### config.mk
export PLATFORM = sky130hd
export DESIGN_NAME = board_watchdog_timer
export DESIGN_NICKNAME = d
export VERILOG_FILES = /design/src/inc/wdt_pkg.sv /design/src/inc/wdt_timer_if.sv /design/src/design/wdt_counter.sv /design/src/design/board_watchdog_timer.sv
export SDC_FILE = /design/constraint.sdc
export NUM_CORES = 1
export LEC_CHECK = 0
export ABC_AREA = 1
export CORE_MARGIN = 3
export CORE_UTILIZATION = 55
export CTS_CLUSTER_DIAMETER = 150
export DETAILED_ROUTE_END_ITERATION = 12
export DONT_BUFFER_PORTS = 1
export GPL_TIMING_DRIVEN = 1
export HOLD_SLACK_MARGIN = 0.06
export PLACE_DENSITY = 0.75
export REMOVE_ABC_BUFFERS = 1
export SLEW_MARGIN = 20
export SYNTH_ARGS = -nofsm -noshare
export SYNTH_HDL_FRONTEND = slang
export SYNTH_SLANG_ARGS = --single-unit
### constraint.sdc
create_clock -name sys_clk -period 3.5 [get_ports sys_clk]
set_input_delay 0.525 -clock sys_clk [delete_from_list [all_inputs] [get_ports sys_clk]]
set_output_delay 0.525 -clock sys_clk [all_outputs]
set_load 0.01 [all_outputs]
### src/inc/wdt_pkg.sv
// Package: register map, field layout and timing for the board watchdog.
// Assumes a 125 MHz system clock and an 8-bit port-mapped register bus.
package wdt_pkg;
    localparam int CLK_HZ = 125_000_000;
    localparam int ADDR_W = 12;
    localparam logic [11:0] OFS_ACTION = 12'h1D3;
    localparam logic [11:0] OFS_PIN_SETUP = 12'hC47;
    localparam logic [11:0] OFS_TIMESCALE = 12'hC65;
    localparam logic [11:0] OFS_TIMEOUT = 12'hC66;
    localparam logic [11:0] OFS_TSTATUS = 12'hC68;
    localparam logic [11:0] OFS_IRQ_STATUS = 12'hC70;
    localparam logic [11:0] OFS_IRQ_MASK = 12'hC71;
    localparam logic [7:0] RST_ACTION = 8'h00;
    localparam logic [7:0] RST_PIN_SETUP = 8'h0E;
    localparam logic [7:0] RST_TIMESCALE = 8'h08;
    localparam logic [7:0] RST_TIMEOUT = 8'h00;
    localparam logic [7:0] RST_ZERO = 8'h00;
    localparam int ACT_LO = 4;
    localparam int ACT_HI = 5;
    localparam int FLAG_BIT = 7;
    localparam int TS_BIT = 7;
    localparam int PIN_EN_BIT = 7;
    localparam logic [3:0] PIN_MODE_WDT = 4'hE;
    localparam int PIN_INV_BIT = 1;
    localparam int TSTAT_BIT = 0;
    localparam int IRQ_EXPIRE = 0;
    localparam int IRQ_POWERUP = 1;
    localparam int SEC_PER_MIN = 60;
    localparam int POWER_OFF_SEC = 3;
    localparam longint OFF_CYCLES = longint'(POWER_OFF_SEC) * CLK_HZ;
    typedef enum logic [1:0] {
        ACT_NONE = 2'b00,
        ACT_RESET = 2'b01,
        ACT_CYCLE = 2'b10,
        ACT_OFF = 2'b11
    } action_t;
endpackage

### src/inc/wdt_timer_if.sv
// Interface: timer configuration and expiry between board logic and timer.
// Assumes one clock domain shared by both ends.
interface wdt_timer_if;
    logic load;
    logic [7:0] load_value;
    logic minutes;
    logic expired;
    modport board(output load, output load_value, output minutes,
        input expired);
    modport timer(input load, input load_value, input minutes,
        output expired);
endinterface

### src/design/wdt_counter.sv
// Timer core: unit prescaler and 9-bit down-counter.
// Assumes a tick rate given by the clock parameter; zero load disables.
module wdt_counter
    import wdt_pkg::*;
#(
    parameter int TICKS_PER_SEC = CLK_HZ
) (
    input wire logic sys_clk,
    input wire logic rst_n,
    wdt_timer_if.timer tif
);
    logic [31:0] sec_count;
    logic [5:0] min_count;
    logic [8:0] units_left;
    logic running;
    logic unit_tick;
    logic sec_tick;

    assign sec_tick = (sec_count == 32'(TICKS_PER_SEC - 1));
    assign unit_tick = sec_tick &&
        (!tif.minutes || min_count == 6'(SEC_PER_MIN - 1));

    // Prescaler restarts on every load
    always_ff @(posedge sys_clk or negedge rst_n) begin
        if (!rst_n) begin
            sec_count <= '0;
            min_count <= '0;
        end else if (tif.load || sec_tick) begin
            sec_count <= '0;
            if (tif.load || unit_tick) begin
                min_count <= '0;
            end else begin
                min_count <= min_count + 6'h01;
            end
        end else begin
            sec_count <= sec_count + 32'h1;
        end
    end

    // Load N gives N+1 units; zero disables
    always_ff @(posedge sys_clk or negedge rst_n) begin
        if (!rst_n) begin
            units_left <= '0;
            running <= 1'b0;
            tif.expired <= 1'b0;
        end else if (tif.load) begin
            units_left <= {1'b0, tif.load_value} + 9'h001; // RULE7 RULE13
            running <= (tif.load_value != 8'h00); // RULE6
            tif.expired <= 1'b0;
        end else if (running && unit_tick) begin
            units_left <= units_left - 9'h001;
            if (units_left == 9'h001) begin
                running <= 1'b0;
                tif.expired <= 1'b1; // RULE13
            end
        end
    end
endmodule

### src/design/board_watchdog_timer.sv
// Top: watchdog registers, board action sequencer and interrupt.
// Assumes a single-cycle strobe register port, data one cycle after read.
//
// Contract
// RULE1: Action field is control bits 5:4; value zero does nothing on expiry.
// RULE2: Action 10h gives a cold reset, 30h switches power off.
// RULE3: Action 20h removes power three seconds, then restores it.
// RULE4: Pin setup uses bit 7 and 3:0; 0Eh default enables watchdog output.
// RULE5: Timescale bit 7 picks seconds when set, minutes when clear.
// RULE6: Timeout register zero disables the watchdog; resets to zero.
// RULE7: Nonzero timeout N expires after N plus one units.
// RULE8: Timer status reads 00h counting, 01h after timeout.
// RULE9: Timer status survives bus reset; only software write clears it.
// RULE10: Control bit 7 reads 1 after a timeout since power-on.
// RULE11: Software rewrites timeout with nonzero value before it runs out.
// RULE12: Firmware enables the watchdog during power-on self-test.
// RULE13: Timeout writes reload; expiry pin edge launches action, sets flag.
// RULE14: Reset loads control 00h and timescale 08h; nothing armed.
module board_watchdog_timer
    import wdt_pkg::*;
#(
    parameter int TICKS_PER_SEC = CLK_HZ,
    parameter longint POWER_OFF_CYCLES = OFF_CYCLES
) (
    input wire logic sys_clk,
    input wire logic rst_n,
    input wire logic bus_reset,
    input wire logic [ADDR_W-1:0] addr,
    input wire logic [7:0] wdata,
    input wire logic wr_en,
    input wire logic rd_en,
    output logic [7:0] rdata,
    output logic timer_output_pin,
    output logic cold_reset_n,
    output logic power_enable,
    output logic irq
);
    wdt_timer_if tif();

    logic [1:0] action;
    logic board_flag;
    logic [7:0] pin_setup;
    logic [7:0] timescale;
    logic [7:0] timeout;
    logic timer_flag;
    logic [1:0] irq_status;
    logic [1:0] irq_mask;
    logic pin_seen;
    logic pin_level;
    logic expire_edge;
    logic [31:0] off_count;
    logic reset_pulse;
    logic first_cycle;
    logic [7:0] read_word;
    logic reset_go;
    logic cycle_go;
    logic off_go;
    logic restore_event;

    typedef enum logic [1:0] {
        ST_ON = 2'b00,
        ST_OFF_WAIT = 2'b01,
        ST_DEAD = 2'b10
    } power_state_t;
    power_state_t pstate;
    power_state_t next_pstate;

    function automatic logic hit(input logic [ADDR_W-1:0] a,
                                 input logic [11:0] ofs);
        hit = (a == ofs);
    endfunction

    function automatic logic strobe_hit(input logic strobe,
        input logic [ADDR_W-1:0] a, input logic [11:0] ofs);
        strobe_hit = strobe && hit(a, ofs);
    endfunction

    wdt_counter #(.TICKS_PER_SEC(TICKS_PER_SEC)) u_counter (
        .sys_clk(sys_clk),
        .rst_n(rst_n),
        .tif(tif.timer)
    );

    // Timeout writes reload the timer core
    assign tif.load = strobe_hit(wr_en, addr, OFS_TIMEOUT); // RULE13
    assign tif.load_value = wdata;
    assign tif.minutes = !timescale[TS_BIT]; // RULE5

    // Output pin follows the expiry level, inverted when bit 1 is set, whenever bit 7 is clear, in any mode; bit 7 set holds it high
    always_comb begin
        pin_level = tif.expired;
        if (pin_setup[PIN_INV_BIT]) begin
            pin_level = !tif.expired;
        end
        timer_output_pin = pin_setup[PIN_EN_BIT] ? 1'b1 : pin_level;
        if (pin_setup[3:0] == PIN_MODE_WDT && !pin_setup[PIN_EN_BIT]) begin
            timer_output_pin = pin_level; // RULE4
        end
    end

    // Edge on the sampled timer expiry output
    always_ff @(posedge sys_clk or negedge rst_n) begin
        if (!rst_n) begin
            pin_seen <= 1'b0;
        end else begin
            pin_seen <= tif.expired;
        end
    end
    assign expire_edge = tif.expired && !pin_seen && // RULE13
        (pin_setup[3:0] == PIN_MODE_WDT);

    // Action chosen at the expiry edge
    assign reset_go = expire_edge && action == ACT_RESET; // RULE2
    assign cycle_go = expire_edge && action == ACT_CYCLE; // RULE3
    assign off_go = expire_edge && action == ACT_OFF; // RULE2

    // Action field
    always_ff @(posedge sys_clk or negedge rst_n) begin
        if (!rst_n) begin
            action <= RST_ACTION[ACT_HI:ACT_LO]; // RULE14
        end else if (strobe_hit(wr_en, addr, OFS_ACTION)) begin
            action <= wdata[ACT_HI:ACT_LO]; // RULE1
        end
    end

    // Output pin setup
    always_ff @(posedge sys_clk or negedge rst_n) begin
        if (!rst_n) begin
            pin_setup <= RST_PIN_SETUP; // RULE4
        end else if (strobe_hit(wr_en, addr, OFS_PIN_SETUP)) begin
            pin_setup <= wdata; // RULE4
        end
    end

    // Counting unit
    always_ff @(posedge sys_clk or negedge rst_n) begin
        if (!rst_n) begin
            timescale <= RST_TIMESCALE; // RULE14
        end else if (strobe_hit(wr_en, addr, OFS_TIMESCALE)) begin
            timescale <= wdata; // RULE5
        end
    end

    // Timeout value
    always_ff @(posedge sys_clk or negedge rst_n) begin
        if (!rst_n) begin
            timeout <= RST_TIMEOUT; // RULE6
        end else if (strobe_hit(wr_en, addr, OFS_TIMEOUT)) begin
            timeout <= wdata; // RULE6
        end
    end

    // Interrupt mask
    always_ff @(posedge sys_clk or negedge rst_n) begin
        if (!rst_n) begin
            irq_mask <= '0;
        end else if (strobe_hit(wr_en, addr, OFS_IRQ_MASK)) begin
            irq_mask <= wdata[1:0];
        end
    end

    // Board flag: sticky until power-on reset
    always_ff @(posedge sys_clk or negedge rst_n) begin
        if (!rst_n) begin
            board_flag <= 1'b0;
        end else if (expire_edge) begin
            board_flag <= 1'b1; // RULE10
        end
    end

    // Timer flag: bus reset does not touch it; write of 1 clears, set wins
    always_ff @(posedge sys_clk or negedge rst_n) begin
        if (!rst_n) begin
            timer_flag <= 1'b0;
        end else if (expire_edge) begin
            timer_flag <= 1'b1; // RULE8
        end else if (wr_en && hit(addr, OFS_TSTATUS) && wdata[TSTAT_BIT]) begin
            timer_flag <= 1'b0; // RULE9
        end
    end

    // Power stays off for the first cycle after reset
    always_ff @(posedge sys_clk or negedge rst_n) begin
        if (!rst_n) begin
            first_cycle <= 1'b1;
        end else begin
            first_cycle <= 1'b0;
        end
    end

    // Interrupt status: read clears, new event wins
    always_ff @(posedge sys_clk or negedge rst_n) begin
        if (!rst_n) begin
            irq_status <= '0;
        end else begin
            if (strobe_hit(rd_en, addr, OFS_IRQ_STATUS)) begin
                irq_status <= '0;
            end
            if (expire_edge) begin
                irq_status[IRQ_EXPIRE] <= 1'b1; // RULE13
            end
            if (restore_event) begin
                irq_status[IRQ_POWERUP] <= 1'b1; // RULE3
            end
        end
    end
    // Level interrupt from unmasked status bits
    assign irq = |(irq_status & irq_mask);
    assign restore_event = (pstate == ST_OFF_WAIT) && (next_pstate == ST_ON);

    // Power sequencer
    always_comb begin
        next_pstate = pstate;
        unique case (pstate)
            ST_ON: begin
                if (cycle_go) begin
                    next_pstate = ST_OFF_WAIT; // RULE3
                end else if (off_go) begin
                    next_pstate = ST_DEAD; // RULE2
                end
            end
            ST_OFF_WAIT: begin
                if (off_count == 32'(POWER_OFF_CYCLES - 1)) begin
                    next_pstate = ST_ON; // RULE3
                end
            end
            ST_DEAD: begin
                next_pstate = ST_DEAD;
            end
            default: begin
                next_pstate = ST_ON;
            end
        endcase
    end

    // Sequencer state
    always_ff @(posedge sys_clk or negedge rst_n) begin
        if (!rst_n) begin
            pstate <= ST_ON;
        end else begin
            pstate <= next_pstate;
        end
    end

    // Off time counter runs only while power is held off
    always_ff @(posedge sys_clk or negedge rst_n) begin
        if (!rst_n) begin
            off_count <= '0;
        end else if (pstate == ST_OFF_WAIT) begin
            off_count <= off_count + 32'h1; // RULE3
        end else begin
            off_count <= '0;
        end
    end

    // Power enable, held off in the first cycle after reset
    always_ff @(posedge sys_clk or negedge rst_n) begin
        if (!rst_n) begin
            power_enable <= 1'b0;
        end else begin
            power_enable <= (next_pstate == ST_ON) && !first_cycle;
        end
    end

    // Cold reset is a single-cycle low pulse
    always_ff @(posedge sys_clk or negedge rst_n) begin
        if (!rst_n) begin
            reset_pulse <= 1'b0;
        end else begin
            reset_pulse <= reset_go; // RULE2
        end
    end
    assign cold_reset_n = !reset_pulse;

    // Read mux; unmapped offsets read zero
    always_comb begin
        read_word = RST_ZERO;
        unique case (addr)
            OFS_ACTION: read_word = {board_flag, 1'b0, action, 4'h0}; // RULE10
            OFS_PIN_SETUP: read_word = pin_setup;
            OFS_TIMESCALE: read_word = timescale;
            OFS_TIMEOUT: read_word = timeout;
            OFS_TSTATUS: read_word = {7'h00, timer_flag}; // RULE8
            OFS_IRQ_STATUS: read_word = {6'h00, irq_status};
            OFS_IRQ_MASK: read_word = {6'h00, irq_mask};
            default: read_word = RST_ZERO;
        endcase
    end

    // Read data, one cycle after strobe, zero otherwise
    always_ff @(posedge sys_clk or negedge rst_n) begin
        if (!rst_n) begin
            rdata <= RST_ZERO;
        end else if (rd_en) begin
            rdata <= read_word;
        end else begin
            rdata <= RST_ZERO;
        end
    end

    // Bus reset leaves every flag alone
    logic unused_bus_reset;
    assign unused_bus_reset = bus_reset; // RULE9
endmodule

==> results.toml <==
[status]
status = "complete, no violations"

[run]
cap_violations = 0

[timing]
post-route-period-util = 0.634
max_slew_margin = 0.565
fmax_ghz = 0.451
worst_pin_slew_ps = 648
rsz0062_at_grt = "false"
setup_viol = 0
finalHoldViolations = 0
drv_slew = 0
finClkSkew_ps = 6.47
min_period_ps = 2220
tns_ps = 0

[placement]
hpwl_um = 11500
port_buffers = 0
place_congestion = 0.956
dp.cells = 1105

[clocking]
cts-resized-gates = 0
cts_setup_buffers = 0
cts_buffers = 17
path_clk_slew_ps = 50
cts_tree = "yes"
ctsHoldBuffers = 1
clkLatencyLatePin_ps = 420
cts_buffer_depth = 2
cts.htree.levels = 4
cts.sinks = 127
cts-root-buf = "clkbuf_16"

[power_and_ir_drop]
p_comb_frac = 0.047
irDropWorstVdd_v = 0.000353
power.static_leakage_nw = 3.44
powerDensity_nw_per_um2 = 435
p_clk_frac = 0.495
p_switching_uw = 785
p_int_mw = 2.59
switching_share = 0.233
seqPwrFrac = 0.458

[final_layout]
diodes = 0
fin_util = 0.632
fill_cells = 1085
instances_no_fill = 1138
nNetsFinal = 989
drive_gt1_frac = 0.0536
area_growth_pct = 10.1

[hold_path]
hold_path.class = "input port to asynchronous set/reset pin"

[global_route]
grt_overflow = 0
antenna_found_initial = 0
grt_pass1_wl_um = 27600
grt_usage = 0.241
grt_pass1_vias = 5878
grt_max_degree = 128

[floorplan]
die_w_um = 119
num_rows = 40
start_util = 0.574
coreArea_sq_um = 12300
top_level_ports = 37
chipHeight_um = 119
dieArea_sq_um = 14200

[yosys]
synth_cell_type_count = 36
seq_area_frac_synth = 0.452
synth_area_sq_um = 7040
yosys.area.top_type = "dfrtp_1"
synth_edf_count = 0
async_reset_ff_frac = 1.00
synthCells = 949
syn_area_per_cell_sq_um = 7.42
ys.flop_type = "dfrtp_1"
ys_warn_count = 0
ys_seq_elements = 127
yosysTopAreaCellShare = 0.433
yosys-top-cells-area = "dfrtp_1 (43%), nand2_1 (13%), nor2_1 (8.2%)"

[setup_path]
end_kind = "flip-flop"
cp_max_fo = 38
start_kind = "flip-flop"
critPathKind = "flip-flop to flip-flop"
crit_arrival_ps = 2500
cp.required_ps = 3780

[route]
routed_wl_um = 16200
firstDrtPassIters = 5
viasPerCell = 5.39
wl_per_cell_um = 14.2
drt_iter0_markers = 551
drcViolationCount = 0
final_antenna_net_count = 0
vias = 6139
## sequential cells by signal (all words and copies together), names as in the netlist
signal                 cells
off_count                 32
u_counter.sec_count       32
u_counter.units_left       9
pin_setup                  8
rdata                      8
timeout                    8
timescale                  8
u_counter.min_count        6
action                     2
irq_mask                   2
irq_status                 2
pstate                     2
board_flag                 1
first_cycle                1
pin_seen                   1
power_enable               1
reset_pulse                1
timer_flag                 1
u_counter.running          1
u_counter.tif.expired      1
## cell families after synthesis
family	share of synthesized area
AOI/OAI and AO/OA	0.0673
xor gates and xnor gates	0.0572
adders and majority gates	0.0124
buffers and inverters	0.0750
DFF	0.452
other	0.000532
and+or+nand+nor	0.335
## per-stage QoR
step	power [mW]	worst slack, ps	hold WS, ps	instance area (sq um)
after CTS	3.39	1230	106	7750
final	3.37	1280	37.8	7750
after floorplan	1.67	1510	229	6950
after detailed placement	1.70	1120	236	7170
after global routing	3.50	1040	90.6	7750
after global placement	1.69	1170	236	7170
## cell usage after synthesis (5+ instances only)
library cell / count
inv_1: 114
clkbuf_1: 6
ha_1: 7
nand3_1: 55
nand4_1: 28
nor3_1: 52
nand2_1: 238
a21oi_1: 22
dfrtp_1: 122
buf_6: 5
xnor2_1: 8
dfstp_2: 5
o21ai_0: 64
nor2_1: 154
xor2_1: 38
## layout by cell type (no fill, tap or decap), types with 3 or more instances in the layout
cell and n:
clkinv_2 8, xor2_1 38, xnor2_1 8, clkbuf_16 17, dfstp_2 5, o21ai_0 64
nand3_1 55, dfrtp_1 122, nand2_1 238, nor2_1 154, a21oi_1 22, nand4_1 28
nor3_1 52, inv_1 114, ha_1 7, clkinvlp_4 3
## worst max-delay path, stage by stage, from the launching register on
cell and delay [ps]:
dfrtp_1 410, ha_1 220, nand2_2 90, nor2_4 180, nand3_1 120, nor2_1 180
and2_1 300, or2_4 430, o21ai_0 150
## metal layers
layer | part of all wire | vias up | GRT usage
li1 | - | 3054 | -
met1 | 0.46 | 2879 | 0.329
met2 | 0.46 | 172 | 0.372
met3 | 0.057 | 34 | 0.0608
met4 | 0.022 | 0 | 0.0883
met5 | 0 | - | 0
## layout make-up
| type | instances | area [sq um] | share of cell area |
|---|---|---|---|
| repair buffers | 3 | 42.5 | 0.00549 |
| clock buffers | 19 | 433 | 0.0558 |
| well taps | 168 | 210 | 0.0271 |
| flip-flops and latches | 127 | 3180 | 0.411 |
| multi-input cells | 693 | 3330 | 0.429 |
| clock inverters | 13 | 123 | 0.0158 |
| inverters | 115 | 432 | 0.0557 |
## path summary, 6_finish.rpt
| path | startpoint | endpoint | slack, ps | cells after the start |
|---|---|---|---|---|
| max | u_counter.sec_count[0] | u_counter.min_count[3] | 1280 | 8 |
| min | rst_n | u_counter.sec_count[20] | 40 | 1 |
| max reg2reg | u_counter.sec_count[0] | u_counter.min_count[3] | 1280 | 8 |
| min reg2reg | u_counter.tif.expired | pin_seen | 430 | 0 |
| max in group asynchronous | rst_n | off_count[24] | 2960 | 1 |
| min in group sys_clk | rd_en | irq_status[0] | 310 | 3 |
## power by group through the flow
stage	registers, mW	logic, mW	clock network, mW
2_1_floorplan	1.56	0.104	0
3_3_place_gp	1.57	0.123	0
3_5_place_dp	1.57	0.127	0
4_1_cts	1.54	0.161	1.69
5_1_grt	1.55	0.184	1.76
6_report	1.54	0.158	1.67
No activity file was read; power rests on OpenSTA's default activity.
